<file path="src/hw/dup_pkg.sv">
// Purpose: Shared constants and types for the dual UART pin and host front end.
// Assumes: One 50 MHz clock; channel index 0 is channel A, 1 is channel B.
// Notes: Register offsets and bit positions are local to this block.
package dup_pkg;
  // Register select offsets for the bits this block keeps.
  localparam logic [2:0] ADR_IER = 3'h1;
  localparam logic [2:0] ADR_AFR = 3'h2;
  localparam logic [2:0] ADR_EFR = 3'h3;
  localparam logic [2:0] ADR_MCR = 3'h4;
  localparam logic [2:0] ADR_GPI = 3'h6;
  // Bit positions inside the registers.
  localparam int MCR_DTR = 0;
  localparam int MCR_RTS = 1;
  localparam int MCR_OP2 = 3;
  localparam int MCR_IRDA = 6;
  localparam int IER_ARTS = 6;
  localparam int IER_ACTS = 7;
  localparam int EFR_ARTS = 6;
  localparam int EFR_ACTS = 7;
  localparam int AFR_BCAST = 0;
  localparam int AFR_MF_LO = 1;
  localparam int AFR_IRINV = 4;
  // Reset and filler values.
  localparam logic [7:0] REG_RST = 8'h00;
  localparam logic [7:0] RD_NONE = 8'h00;
  localparam logic CH_A = 1'b0;
  localparam logic CH_B = 1'b1;
  localparam logic [1:0] TGT_BOTH = 2'h3;
  localparam logic [1:0] TGT_ONE = 2'h1;
  // Multi-function output selection.
  typedef enum logic [1:0] {
    MF_OP2 = 2'b00,
    MF_BAUD = 2'b01,
    MF_RXRDY = 2'b10,
    MF_OP2_ALT = 2'b11
  } dup_mf_e;
  // Host access sequencer states.
  typedef enum logic [1:0] {
    BUS_IDLE = 2'b00,
    BUS_READ = 2'b01,
    BUS_WRITE = 2'b10
  } dup_bus_e;
  // One register write toward a channel.
  typedef struct packed {
    logic en;
    logic [2:0] addr;
    logic [7:0] data;
  } dup_wr_s;
  // Status from the UART core of one channel.
  typedef struct packed {
    logic irq;
    logic tx_space;
    logic rx_avail;
    logic baud_clk;
    logic tx_bit;
    logic rts_ok;
  } dup_core_in_s;
  // Line signals handed to the UART core of one channel.
  typedef struct packed {
    logic rx_bit;
    logic cts_ok;
    logic irda;
  } dup_core_out_s;
endpackage : dup_pkg

</file>
<file path="src/hw/dup_chan.sv">
// Purpose: Registers and pin logic of one channel.
// Assumes: Writes arrive as one-cycle pulses from the host front end.
// Notes: All pin outputs and core outputs are registered.
`timescale 1ns/1ps
module dup_chan (
  // Clock and reset.
  input wire logic clock,
  input wire logic sys_rst,
  // Register access.
  input wire dup_pkg::dup_wr_s wr,
  input wire logic [2:0] rd_addr,
  output logic [7:0] rd_data,
  output logic bcast,
  // Raw channel pins.
  input wire logic cts_n,
  input wire logic rx_in,
  input wire logic dsr_n,
  input wire logic cd_n,
  input wire logic ri_n,
  output logic tx_out,
  output logic rts_n,
  output logic dtr_n,
  output logic mf_n,
  output logic irq,
  output logic txrdy_n,
  // UART core side.
  input wire dup_pkg::dup_core_in_s core_in,
  output dup_pkg::dup_core_out_s core_out
);
  logic [7:0] mcr_r, mcr_nxt, ier_r, ier_nxt, efr_r, efr_nxt, afr_r, afr_nxt;
  logic [4:0] s1_r, s2_r;
  logic tx_nxt, rts_nxt, dtr_nxt, mf_nxt, irq_nxt, txrdy_nxt;
  dup_pkg::dup_core_out_s core_nxt;
  dup_pkg::dup_mf_e mf_sel;
  logic rx_s, cts_s, rx_pulse;

  // Two flops on every pin input; only the second stage is read.
  always_ff @(posedge clock)
  begin
    s1_r <= {cts_n, rx_in, dsr_n, cd_n, ri_n};
    s2_r <= s1_r;
  end
  assign cts_s = s2_r[4];
  assign rx_s = s2_r[3];
  assign mf_sel = dup_pkg::dup_mf_e'(afr_r[dup_pkg::AFR_MF_LO +: 2]);
  assign bcast = afr_r[dup_pkg::AFR_BCAST];

  // Register writes; a write to an unused offset is dropped.
  always_comb
  begin
    mcr_nxt = mcr_r;
    ier_nxt = ier_r;
    efr_nxt = efr_r;
    afr_nxt = afr_r;
    if (wr.en)
    begin
      case (wr.addr)
        dup_pkg::ADR_MCR: mcr_nxt = wr.data;
        dup_pkg::ADR_IER: ier_nxt = wr.data;
        dup_pkg::ADR_EFR: efr_nxt = wr.data;
        dup_pkg::ADR_AFR: afr_nxt = wr.data;
        default: mcr_nxt = mcr_r;
      endcase
    end
  end

  // Read mux; ready, carrier and ring inputs show up only here and steer nothing else.
  always_comb
  begin
    case (rd_addr)
      dup_pkg::ADR_MCR: rd_data = mcr_r;
      dup_pkg::ADR_IER: rd_data = ier_r;
      dup_pkg::ADR_EFR: rd_data = efr_r;
      dup_pkg::ADR_AFR: rd_data = afr_r;
      dup_pkg::ADR_GPI: rd_data = {4'h0, ~s2_r[4], ~s2_r[2:0]};
      default: rd_data = dup_pkg::RD_NONE;
    endcase
  end

  // Pin and core outputs.
  always_comb
  begin
    irq_nxt = core_in.irq;
    txrdy_nxt = ~core_in.tx_space;
    dtr_nxt = ~mcr_r[dup_pkg::MCR_DTR];
    // Auto RTS only gates a request that software already made.
    rts_nxt = ~mcr_r[dup_pkg::MCR_RTS];
    if (efr_r[dup_pkg::EFR_ARTS] && ier_r[dup_pkg::IER_ARTS])
      rts_nxt = ~(mcr_r[dup_pkg::MCR_RTS] & core_in.rts_ok);
    // IrDA sends a pulse per zero bit, so the line idles low.
    if (mcr_r[dup_pkg::MCR_IRDA])
      tx_nxt = ~core_in.tx_bit & core_in.baud_clk;
    else
      tx_nxt = core_in.tx_bit;
    rx_pulse = rx_s ^ afr_r[dup_pkg::AFR_IRINV];
    core_nxt.irda = mcr_r[dup_pkg::MCR_IRDA];
    core_nxt.rx_bit = mcr_r[dup_pkg::MCR_IRDA] ? ~rx_pulse : rx_s;
    core_nxt.cts_ok = 1'b1;
    if (efr_r[dup_pkg::EFR_ACTS] && ier_r[dup_pkg::IER_ACTS])
      core_nxt.cts_ok = ~cts_s;
    case (mf_sel)
      dup_pkg::MF_BAUD: mf_nxt = ~core_in.baud_clk;
      dup_pkg::MF_RXRDY: mf_nxt = ~core_in.rx_avail;
      default: mf_nxt = ~mcr_r[dup_pkg::MCR_OP2];
    endcase
  end

  // State registers; reset leaves the transmit line marking.
  always_ff @(posedge clock)
  begin
    if (sys_rst)
    begin
      mcr_r <= dup_pkg::REG_RST;
      ier_r <= dup_pkg::REG_RST;
      efr_r <= dup_pkg::REG_RST;
      afr_r <= dup_pkg::REG_RST;
      tx_out <= 1'b1;
      rts_n <= 1'b1;
      dtr_n <= 1'b1;
      mf_n <= 1'b1;
      irq <= 1'b0;
      txrdy_n <= 1'b1;
      core_out <= '{rx_bit: 1'b1, cts_ok: 1'b1, irda: 1'b0};
    end
    else
    begin
      mcr_r <= mcr_nxt;
      ier_r <= ier_nxt;
      efr_r <= efr_nxt;
      afr_r <= afr_nxt;
      tx_out <= tx_nxt;
      rts_n <= rts_nxt;
      dtr_n <= dtr_nxt;
      mf_n <= mf_nxt;
      irq <= irq_nxt;
      txrdy_n <= txrdy_nxt;
      core_out <= core_nxt;
    end
  end

  irq_follow_a: assert property (@(posedge clock) disable iff (sys_rst)
    ##1 irq == $past(core_in.irq)) else $error("irq does not follow core");
  txrdy_a: assert property (@(posedge clock) disable iff (sys_rst)
    ##1 txrdy_n == !$past(core_in.tx_space)) else $error("txrdy mismatch");
  tx_idle_a: assert property (@(posedge clock) disable iff (sys_rst)
    !mcr_r[dup_pkg::MCR_IRDA] && core_in.tx_bit |=> tx_out)
    else $error("tx not high when idle");
  irda_idle_a: assert property (@(posedge clock) disable iff (sys_rst)
    mcr_r[dup_pkg::MCR_IRDA] && core_in.tx_bit |=> !tx_out)
    else $error("irda tx not low when idle");
  op2_low_a: assert property (@(posedge clock) disable iff (sys_rst)
    (mf_sel == dup_pkg::MF_OP2) && mcr_r[dup_pkg::MCR_OP2] |=> !mf_n)
    else $error("op2 not low");
  baud_out_a: assert property (@(posedge clock) disable iff (sys_rst)
    mf_sel == dup_pkg::MF_BAUD |=> mf_n == !$past(core_in.baud_clk))
    else $error("baud not out");
  rxrdy_out_a: assert property (@(posedge clock) disable iff (sys_rst)
    mf_sel == dup_pkg::MF_RXRDY |=> mf_n == !$past(core_in.rx_avail))
    else $error("rxrdy bad");
  cts_free_a: assert property (@(posedge clock) disable iff (sys_rst)
    !(efr_r[dup_pkg::EFR_ACTS] && ier_r[dup_pkg::IER_ACTS]) |=> core_out.cts_ok)
    else $error("cts gated while off");
  irda_cov: cover property (@(posedge clock) disable iff (sys_rst)
    mcr_r[dup_pkg::MCR_IRDA] ##1 tx_out);
  gate_cov: cover property (@(posedge clock) disable iff (sys_rst) !core_out.cts_ok);
endmodule : dup_chan

</file>
<file path="src/hw/dup_top.sv">
// Purpose: Host strobe front end and pins of a two channel UART.
// Assumes: Address and data are stable from strobe fall until two clocks after its rise.
// Notes: Strobes are oversampled, so each strobe level must last at least three clocks.
// Behaviour
// - With chip select low, channel pick high addresses A, low addresses B.
// - Broadcast bit set: one host write reaches both channels, ignoring channel pick.
// - Each interrupt output is high while its channel requests service.
// - Active-low transmit-ready output shows transmit buffer space of its channel.
// - Normal mode uses plain serial; transmit line high in reset and idle.
// - Infrared mode uses pulse encoder and decoder; transmit line idles low.
// - Receive idles high normally; infrared receive may be inverted by software.
// - Request-to-send is software driven; auto mode only gates that request.
// - Clear-to-send is a plain input or gates transmit when auto mode is on.
// - Ready, carrier and ring inputs are readable only and affect nothing.
// - Terminal-ready output is active low and software controlled.
// - Multi-function output carries one of three functions chosen by two bits.
// - User output two drives low while its control bit is one; resets zero.
// - Baud clock selection presents the channel baud clock on the output.
// - Receive-ready selection gives an active-low data available flag.
// - Three address bits pick one register of the selected channel.
// - Read strobe fall drives the addressed byte until the strobe rises.
// - Write strobe rise stores the data byte into the addressed register.
`timescale 1ns/1ps
module dup_top (
  // Clock and reset.
  input wire logic CLOCK,
  input wire logic SYS_RST,
  // Host bus.
  input wire logic CS_N,
  input wire logic CHANNEL_PICK,
  input wire logic READ_STROBE_N,
  input wire logic WRITE_STROBE_N,
  input wire logic [2:0] ADDR,
  input wire logic [7:0] DATA_IN,
  output logic [7:0] DATA_OUT,
  output logic DATA_OE,
  // Channel A pins.
  output logic IRQ_OUT_CHAN_A,
  output logic TX_SPACE_FLAG_A_N,
  output logic SERIAL_OUT_A,
  input wire logic SERIAL_IN_A,
  output logic REQ_TO_SEND_A_N,
  input wire logic CLEAR_TO_SEND_A_N,
  output logic TERM_READY_A_N,
  input wire logic SET_READY_A_N,
  input wire logic CARRIER_SENSE_A_N,
  input wire logic RING_SENSE_A_N,
  output logic MULTI_FUNC_OUT_A_N,
  // Channel B pins.
  output logic IRQ_OUT_CHAN_B,
  output logic TX_SPACE_FLAG_B_N,
  output logic SERIAL_OUT_B,
  input wire logic SERIAL_IN_B,
  output logic REQ_TO_SEND_B_N,
  input wire logic CLEAR_TO_SEND_B_N,
  output logic TERM_READY_B_N,
  input wire logic SET_READY_B_N,
  input wire logic CARRIER_SENSE_B_N,
  input wire logic RING_SENSE_B_N,
  output logic MULTI_FUNC_OUT_B_N,
  // UART core side.
  input wire dup_pkg::dup_core_in_s CORE_IN_A,
  input wire dup_pkg::dup_core_in_s CORE_IN_B,
  output dup_pkg::dup_core_out_s CORE_OUT_A,
  output dup_pkg::dup_core_out_s CORE_OUT_B
);
  dup_pkg::dup_bus_e st_r, st_nxt;
  dup_pkg::dup_wr_s wr_r, wr_nxt;
  logic [1:0] tgt_r, tgt_nxt;
  logic ch_r, ch_nxt, doe_nxt, chan, cs, bcast_any;
  logic [7:0] dout_nxt;
  logic [3:0] s1_r, s2_r, s3_r;
  logic [10:0] ad1_r, ad2_r;
  logic [2:0] addr_s;
  logic [7:0] data_s;
  logic rd_fall, rd_rise, wr_fall, wr_rise;
  logic [7:0] rd_w [2];
  logic [1:0] bc_w, cts_w, rx_w, dsr_w, cd_w, ri_w;
  logic [1:0] tx_w, rts_w, dtr_w, mf_w, irq_w, txr_w;
  dup_pkg::dup_core_in_s cin_w [2];
  dup_pkg::dup_core_out_s cout_w [2];

  // Host control pins pass two flops; the third stage is only for edges.
  always_ff @(posedge CLOCK)
  begin
    s1_r <= {CS_N, CHANNEL_PICK, READ_STROBE_N, WRITE_STROBE_N};
    s2_r <= s1_r;
    s3_r <= s2_r;
  end
  // Address and data pins pass two flops too; the host holds them past the strobe.
  always_ff @(posedge CLOCK)
  begin
    ad1_r <= {ADDR, DATA_IN};
    ad2_r <= ad1_r;
  end
  assign addr_s = ad2_r[10:8];
  assign data_s = ad2_r[7:0];
  assign cs = ~s2_r[3];
  assign chan = s2_r[2] ? dup_pkg::CH_A : dup_pkg::CH_B;
  assign rd_fall = s3_r[1] & ~s2_r[1];
  assign rd_rise = ~s3_r[1] & s2_r[1];
  assign wr_fall = s3_r[0] & ~s2_r[0];
  assign wr_rise = ~s3_r[0] & s2_r[0];
  assign bcast_any = |bc_w;

  // Access sequencer: channel is caught at strobe fall, write lands at rise.
  always_comb
  begin
    st_nxt = st_r;
    ch_nxt = ch_r;
    dout_nxt = DATA_OUT;
    doe_nxt = DATA_OE;
    wr_nxt = '0;
    tgt_nxt = tgt_r;
    case (st_r)
      dup_pkg::BUS_IDLE:
      begin
        if (cs && rd_fall)
        begin
          st_nxt = dup_pkg::BUS_READ;
          ch_nxt = chan;
          dout_nxt = rd_w[chan];
          doe_nxt = 1'b1;
        end
        else if (cs && wr_fall)
        begin
          st_nxt = dup_pkg::BUS_WRITE;
          ch_nxt = chan;
        end
      end
      dup_pkg::BUS_READ:
      begin
        if (rd_rise)
        begin
          st_nxt = dup_pkg::BUS_IDLE;
          doe_nxt = 1'b0;
        end
      end
      dup_pkg::BUS_WRITE:
      begin
        if (wr_rise)
        begin
          st_nxt = dup_pkg::BUS_IDLE;
          wr_nxt = '{en: 1'b1, addr: addr_s, data: data_s};
          // Broadcast ignores the pick so setup code can program both at once.
          tgt_nxt = bcast_any ? dup_pkg::TGT_BOTH : (dup_pkg::TGT_ONE << ch_r);
        end
      end
      default: st_nxt = dup_pkg::BUS_IDLE;
    endcase
  end

  // Sequencer registers.
  always_ff @(posedge CLOCK)
  begin
    if (SYS_RST)
    begin
      st_r <= dup_pkg::BUS_IDLE;
      ch_r <= dup_pkg::CH_A;
      DATA_OUT <= dup_pkg::RD_NONE;
      DATA_OE <= 1'b0;
      wr_r <= '0;
      tgt_r <= '0;
    end
    else
    begin
      st_r <= st_nxt;
      ch_r <= ch_nxt;
      DATA_OUT <= dout_nxt;
      DATA_OE <= doe_nxt;
      wr_r <= wr_nxt;
      tgt_r <= tgt_nxt;
    end
  end

  // Gather per-channel pins into arrays, index 0 for A.
  assign cts_w = {CLEAR_TO_SEND_B_N, CLEAR_TO_SEND_A_N};
  assign rx_w = {SERIAL_IN_B, SERIAL_IN_A};
  assign dsr_w = {SET_READY_B_N, SET_READY_A_N};
  assign cd_w = {CARRIER_SENSE_B_N, CARRIER_SENSE_A_N};
  assign ri_w = {RING_SENSE_B_N, RING_SENSE_A_N};
  assign cin_w[0] = CORE_IN_A;
  assign cin_w[1] = CORE_IN_B;

  // One register and pin slice per channel.
  for (genvar i = 0; i < 2; i++)
  begin : g_ch
    dup_pkg::dup_wr_s wr_ch;
    // Each channel sees the shared write only when it is one of the targets.
    assign wr_ch = '{en: wr_r.en & tgt_r[i], addr: wr_r.addr, data: wr_r.data};
    dup_chan u_chan (
      .clock(CLOCK),
      .sys_rst(SYS_RST),
      .wr(wr_ch),
      .rd_addr(addr_s),
      .rd_data(rd_w[i]),
      .bcast(bc_w[i]),
      .cts_n(cts_w[i]),
      .rx_in(rx_w[i]),
      .dsr_n(dsr_w[i]),
      .cd_n(cd_w[i]),
      .ri_n(ri_w[i]),
      .tx_out(tx_w[i]),
      .rts_n(rts_w[i]),
      .dtr_n(dtr_w[i]),
      .mf_n(mf_w[i]),
      .irq(irq_w[i]),
      .txrdy_n(txr_w[i]),
      .core_in(cin_w[i]),
      .core_out(cout_w[i])
    );
  end

  // Outputs come straight from the channel flops.
  assign {IRQ_OUT_CHAN_B, IRQ_OUT_CHAN_A} = irq_w;
  assign {TX_SPACE_FLAG_B_N, TX_SPACE_FLAG_A_N} = txr_w;
  assign {SERIAL_OUT_B, SERIAL_OUT_A} = tx_w;
  assign {REQ_TO_SEND_B_N, REQ_TO_SEND_A_N} = rts_w;
  assign {TERM_READY_B_N, TERM_READY_A_N} = dtr_w;
  assign {MULTI_FUNC_OUT_B_N, MULTI_FUNC_OUT_A_N} = mf_w;
  assign CORE_OUT_A = cout_w[0];
  assign CORE_OUT_B = cout_w[1];

  bcast_both_a: assert property (@(posedge CLOCK) disable iff (SYS_RST)
    st_r == dup_pkg::BUS_WRITE && wr_rise && bcast_any |=> wr_r.en && tgt_r == dup_pkg::TGT_BOTH)
    else $error("broadcast write missed a channel");
  pick_route_a: assert property (@(posedge CLOCK) disable iff (SYS_RST)
    st_r == dup_pkg::BUS_IDLE && cs && (rd_fall || wr_fall) |=> ch_r == !$past(s2_r[2]))
    else $error("channel pick misrouted");
  read_drive_a: assert property (@(posedge CLOCK) disable iff (SYS_RST)
    st_r == dup_pkg::BUS_READ && !rd_rise |=> DATA_OE) else $error("read data dropped early");
  write_once_a: assert property (@(posedge CLOCK) disable iff (SYS_RST)
    wr_r.en |=> !wr_r.en) else $error("write pulse longer than one cycle");
  bcast_cov: cover property (@(posedge CLOCK) disable iff (SYS_RST)
    wr_r.en && tgt_r == dup_pkg::TGT_BOTH);
  read_cov: cover property (@(posedge CLOCK) disable iff (SYS_RST) DATA_OE ##1 !DATA_OE);
endmodule : dup_top

</file>
<file path="config.mk">
export PLATFORM = sky130hd
export DESIGN_NAME = dup_top
export DESIGN_NICKNAME = d
export VERILOG_FILES = /design/src/hw/dup_pkg.sv /design/src/hw/dup_chan.sv /design/src/hw/dup_top.sv
export SDC_FILE = /design/constraint.sdc
export NUM_CORES = 1
export LEC_CHECK = 0
export BUFFER_PORTS_ARGS = -buffer_cell sky130_fd_sc_hd__buf_4
export CORE_MARGIN = 1
export CORE_UTILIZATION = 51
export DETAILED_ROUTE_END_ITERATION = 8
export PLACE_DENSITY = 0.79
export SKIP_CTS_REPAIR_TIMING = 1
export SLEW_MARGIN = 20
export SYNTH_ARGS = -nofsm -noshare
export SYNTH_HDL_FRONTEND = slang
export SYNTH_SLANG_ARGS = --single-unit
</file>
<file path="constraint.sdc">
create_clock -name CLOCK -period 1.5 [get_ports CLOCK]
set_clock_uncertainty 0.15 [all_clocks]
set_input_delay 0.3 -clock CLOCK [delete_from_list [all_inputs] [get_ports CLOCK]]
set_output_delay 0.3 -clock CLOCK [all_outputs]
set_load 0.01 [all_outputs]
</file>
==> impl_metrics.ini, run 1 <==
[route]
routedWlPerCell_um = 18.4
ant_nets = 0
via_per_inst = 5.65
drc = 0
drt_first_pass_iters = 5
drtIter0Drc = 375
routed_wl_um = 15500
vias = 4770

[power_and_ir_drop]
total_leakage_power_nw = 3.06
combPwrFrac = 0.057
pwr-share-clk = 0.479
p_int_mw = 7.41
power_per_cell_area_nw_per_um2 = 1200
peakVddDrop_uv = 1040
p_switching_mw = 2.06
p_sw_frac = 0.217
pwr-share-seq = 0.464

[die]
num_rows = 37
die_h_um = 107
start_util = 0.533
io_pins = 66
die_area_um2 = 11300
core_um2 = 10500
die_x_um = 107

[yosys]
yosysTopAreaCell = dfxtp_1
yosys.cell_types.count = 44
synthFlopType = dfxtp_1
ys_async_sr_fraction = 0
netlist_area_um2 = 5570
synth_common_cells = dfxtp_1 (160), nand2_1 (46), nor2_1 (45), a21oi_1 (42), mux2i_1 (39)
synth_seq_cells = 160
ys_seq_area_frac = 0.575
yosys.cell_count.top_type = dfxtp_1
synth_cells = 547
ys.warnings.count = 0
syn_area_per_cell_um2 = 10.2
synthTopCellsByArea = dfxtp_1 (57%), mux2i_1 (7.0%), a21oi_1 (3.8%)
synth-edff-count = 0
synth_nets = 590
yosys.area.top_type_share = 0.575

[finish]
area_delta_synth_final_pct = 42.1
drive_gt1_frac = 0.338
multi_input_area_um2 = 2410
n_antenna_cell = 0
regArea_um2 = 3240
nets = 738
fillers = 680
fin_area_um2 = 7920

[worst_setup_path]
worst-endpoint-arrival_ps = 1960
critPathLaunchType = flop
slowest_stage = dfxtp_4
critPathTopFamily = compound AO/OA/AOI/OAI gates
worst-path-buf-inv = 1
cp-end-kind = flop
slowest_delay_ps = 440
critical_path_class = reg2reg
cp_data_required_time_ps = 1780
cp_cell_sequence = buf_8 -> mux2_4 -> a22oi_2 -> o211ai_1 -> a32o_2
worstPathMaxFanout = 8

[global_route]
antenna_found_initial = 0
grt_usage = 0.273
grt_remaining_overflow = 0
grt_pass1_wl_um = 22900
grt_pass1_vias = 4537
grt_start_max_net_pins = 40

[sta]
finalCritPeriodShare = 1.12
worstMarginPinSlew_ps = 927
fmax_mhz = 596
slew_viol_final = 0
rsz0062_at_grt = true
finalHoldViolations = 0
holdWs_ps = 47.5
setup_ws_ps = -178
period_minus_slack_ps = 1680
setup_violations = 8
slew_headroom = 0.382

[placement]
placed_area_um2 = 6610
hpwl_um = 10200
place_congestion = 0.905
port_buffers = 65

[clock_tree]
clk_path_buf_depth = 2
clock-root-buffer = clkbuf_8
path_clk_slew_ps = 70
htreeDepth = 4
cts_buffers = 17
cts.sinks = 160
clkLatencyLatePin_ps = 540
cts_tree = yes

[flow_run]
maxCapViolCount = 0

[worst_hold_path]
hold_class = in2reg

[status]
violations = setup timing
status = complete, but fails checks
worst min-delay path, cell delays in order:
cell and delay (ps):
buf_4 110, buf_12 110, buf_4 130, a21oi_1 40
path summary, 6_finish.rpt:
kind                     startpoint                       to  slack, ps  cells past startpoint
min                         SYS_RST  g_ch[1].u_chan.efr_r[6]         50                      4
max reg2reg                ad2_r[9]              DATA_OUT[3]       -180                      5
max                        ad2_r[9]              DATA_OUT[3]       -180                      5
min reg2reg  g_ch[1].u_chan.s1_r[3]   g_ch[1].u_chan.s2_r[3]        170                      0
per-layer routing:
layer  GRT usage  part of all wire  routed length, µm  vias to the layer above
met2       0.438              0.47               7300                      247
met4       0.166             0.058                896                        0
met5           0                 0                  0                        -
met3      0.0748             0.079               1230                       70
li1            -                 -                  -                     2194
met1       0.325              0.39               6120                     2259
state kept, by name, indices dropped and copies added (netlist names), 4 cells and up:
register              flops
DATA_OUT                  8
ad1_r                    11
ad2_r                    11
g_ch.u_chan.afr_r        16
g_ch.u_chan.core_out      6
g_ch.u_chan.efr_r        16
g_ch.u_chan.ier_r        16
g_ch.u_chan.mcr_r        16
g_ch.u_chan.s1_r         10
g_ch.u_chan.s2_r         10
g_ch.wr_ch               11
s1_r                      4
s2_r                      4
logic make-up (layout without fill, tap and decap cells):
group                    Yosys count  after routing  synth area share
flip-flops                       160            160             0.575
adder cells (fa/ha/maj)            4              4           0.00898
XOR/XNOR                           2              2           0.00314
AO/OA/AOI/OAI                    113            113             0.136
buffers and inverters             51            211            0.0386
multiplexers                      46             46            0.0842
AND/OR/NAND/NOR                  171            172             0.154
placed cells by master (no fill, tap or decap), types with 3 or more instances in the layout:
| cell type | instances |
|---|---|
| dfxtp_1 | 144 |
| buf_4 | 120 |
| nor2_1 | 43 |
| nand2_1 | 43 |
| mux2i_1 | 36 |
| a21oi_1 | 36 |
| dlygate4sd3_1 | 35 |
| nand3_1 | 21 |
| o21ai_0 | 18 |
| clkbuf_16 | 16 |
| inv_1 | 13 |
| dfxtp_2 | 11 |
| nand2b_1 | 11 |
| and2_1 | 11 |
| o211ai_1 | 8 |
| a22oi_2 | 7 |
| a32o_1 | 7 |
| nor2b_1 | 7 |
| a21oi_2 | 6 |
| mux2_4 | 6 |
| o221ai_1 | 5 |
| nor3_1 | 5 |
| dfxtp_4 | 5 |
| buf_12 | 5 |
| buf_6 | 5 |
| nand2_2 | 4 |
| nor3_4 | 4 |
| clkinv_4 | 4 |
| bufinv_16 | 4 |
| mux2i_2 | 3 |
| or2_2 | 3 |
| a32oi_1 | 3 |
| ha_1 | 3 |
per-stage QoR:
stage	std cells	worst slack [ps]	total power, mW	TNS (ps)	util
after floorplan	547	-29.8	4.67	-90.8	-
after global placement	771	-255	4.88	-1670	0.632
after detailed placement	771	-374	4.90	-2450	0.632
after CTS	803	-370	9.39	-2520	0.693
after global routing	844	-209	9.76	-1600	0.757
final	844	-178	9.47	-1240	0.757
cell type report:
cell class | count | area share
clock inverter | 14 | 0.0257
inverter | 13 | 0.00616
clock buffer | 18 | 0.0540
tap | 136 | 0.0215
timing repair buffer | 166 | 0.180
sequential | 160 | 0.408
multi-input combinational | 337 | 0.305
power groups by stage:
| stage | clock network [mW] | registers, mW | logic (mW) |
|---|---|---|---|
| after floorplan | 0 | 4.48 | 0.192 |
| after global placement | 0 | 4.49 | 0.393 |
| after detailed placement | 0 | 4.49 | 0.404 |
| after CTS | 4.59 | 4.40 | 0.406 |
| after global routing | 4.79 | 4.40 | 0.571 |
| final | 4.53 | 4.39 | 0.537 |
(Power assumes the default switching activity.)
==> run 2: changes to the inputs <==
--- a/config.mk
+++ b/config.mk
@@ -6,10 +6,11 @@
 export NUM_CORES = 1
 export LEC_CHECK = 0
 export BUFFER_PORTS_ARGS = -buffer_cell sky130_fd_sc_hd__buf_4
+export CORE_ASPECT_RATIO = 1.25
 export CORE_MARGIN = 1
-export CORE_UTILIZATION = 51
+export CORE_UTILIZATION = 35
 export DETAILED_ROUTE_END_ITERATION = 8
-export PLACE_DENSITY = 0.79
+export PLACE_DENSITY = 0.59
 export SKIP_CTS_REPAIR_TIMING = 1
 export SLEW_MARGIN = 20
 export SYNTH_ARGS = -nofsm -noshare
==> run 2 against run 1 <==
  * The flow still finishes with violations (setup timing)
  * First-iteration DRC count fell by 34%
  * Via count shrank 5.7%
  * Die area is 45% higher
  * Design area decreased by 0.33%
  * Clock-buffer cell count fell by 1
  * Sequential cell count unchanged
  * Setup slack better by 64 ps
  * Combinational power shrank 1%
  * Sequential power about the same
  * Maximum frequency grew 4.0%
  * Critical endpoint is now DATA_OUT[2]
  * Largest cell class unchanged
==> impl_metrics.ini, run 2 (synthesized netlist as in run 1, its figures left out) <==
[global_route]
grt_usage = 0.186
grt_start_max_net_pins = 42
grt_remaining_overflow = 0
antenna_found_initial = 0
grt_pass1_wl_um = 22400
grt_pass1_vias = 4307

[placement]
dp_cells = 848
port_buffers = 65
place_ws_ps = -218
place_congestion = 0.907
hpwl_um = 10500

[sta]
finalCritPeriodShare = 1.08
slew_headroom = 0.635
setup_violations = 8
setup_ws_ps = -114
fmax_mhz = 620
finalHoldViolations = 0
rsz0062_at_grt = true
slew_viol_final = 0
worstMarginPinSlew_ps = 546
period_minus_slack_ps = 1610
fin_tns_setup_ps = -625

[die]
num_rows = 51
start_util = 0.358
io_pins = 66
core_um2 = 15600
die_area_um2 = 16400
die_h_um = 143
die_x_um = 115

[route]
routed_wl_um = 14900
routedWlPerCell_um = 16.2
drtIter0Drc = 246
drc = 0
drt_first_pass_iters = 4
via_per_inst = 4.89
vias = 4500
ant_nets = 0

[power_and_ir_drop]
power_per_cell_area_nw_per_um2 = 1130
total_leakage_power_nw = 3.00
peakVddDrop_uv = 712
p_total_mw = 8.95

[worst_setup_path]
cp_data_required_time_ps = 1680
crit_top_cell = buf_6
slowest_stage = dfxtp_4
worstPathMaxFanout = 6
worst-endpoint-arrival_ps = 1790
slowest_delay_ps = 400
cp_cell_sequence = buf_6 -> buf_6 -> mux2_4 -> a21oi_2 -> nand3_1 -> a32o_1
cp-end-kind = flop
critPathLaunchType = flop
critical_path_class = reg2reg
ff2ff_setup_slack_ps = -110

[flow_run]
maxCapViolCount = 0

[finish]
n_antenna_cell = 0
instances_no_fill = 920
nets = 738
fillers = 1451
final_common_cell = dfxtp_1
drive_gt1_frac = 0.312
layout_common_cells = dfxtp_1 (151), buf_4 (120), nor2_1 (44), nand2_1 (44)
area_delta_synth_final_pct = 41.7

[clock_tree]
clkLatencyLatePin_ps = 430
clk_path_buf_depth = 2
cts_buffers = 17
cts.sinks = 160
clock-root-buffer = clkbuf_16
cts_tree = yes
htreeDepth = 4
path_clk_slew_ps = 70

[status]
status = complete, but fails checks
violations = setup timing

[worst_hold_path]
hold_class = in2reg
[run 2: path summary, 6_finish.rpt]
kind                               start  cells after the start                     end
setup / recovery                ad2_r[9]                      6             DATA_OUT[2]
hold reg to reg   g_ch[0].u_chan.s1_r[0]                      0  g_ch[0].u_chan.s2_r[0]
setup reg to reg                ad2_r[9]                      6             DATA_OUT[2]
hold / removal                   SYS_RST                      2                    ch_r
[run 2: metal layers]
metal  wire [µm]  track usage
met1        5960        0.209
met2        7520        0.311
met3         812       0.0463
met4         616        0.123
met5           0            0
[run 2: worst max-delay path, delay by kind of cell (launching register included)]
| kind | cells | cell delay [ps] |
|---|---|---|
| muxes | 1 | 290 |
| AOI/OAI and AO/OA | 2 | 360 |
| DFF | 1 | 400 |
| and+or+nand+nor | 1 | 90 |
| buffers and inverters | 2 | 230 |
[run 2: metrics by stage]
step                      cell area, µm²  hold slack (ps)   util
after floorplan                     5630              160      -
after global placement              6730              160  0.432
after detailed placement            6730              162  0.432
after CTS                           7280             -200  0.468
after global routing                7900             28.7  0.507
final                               7900             18.8  0.507
[run 2: cell type report]
| type | instances | area (µm²) | area share |
|---|---|---|---|
| clock buffer | 17 | 425 | 0.0539 |
| multi-input combinational | 337 | 2370 | 0.300 |
| clock inverter | 15 | 128 | 0.0162 |
| tap | 212 | 265 | 0.0336 |
| inverter | 13 | 48.8 | 0.00618 |
| timing repair buffer | 166 | 1430 | 0.181 |
| sequential | 160 | 3230 | 0.409 |
[run 2: where the power goes]
part           switching, mW  internal, mW
logic                  0.232         0.298
registers             0.0508          4.34
clock network           1.86          2.17
total                   2.14          6.81
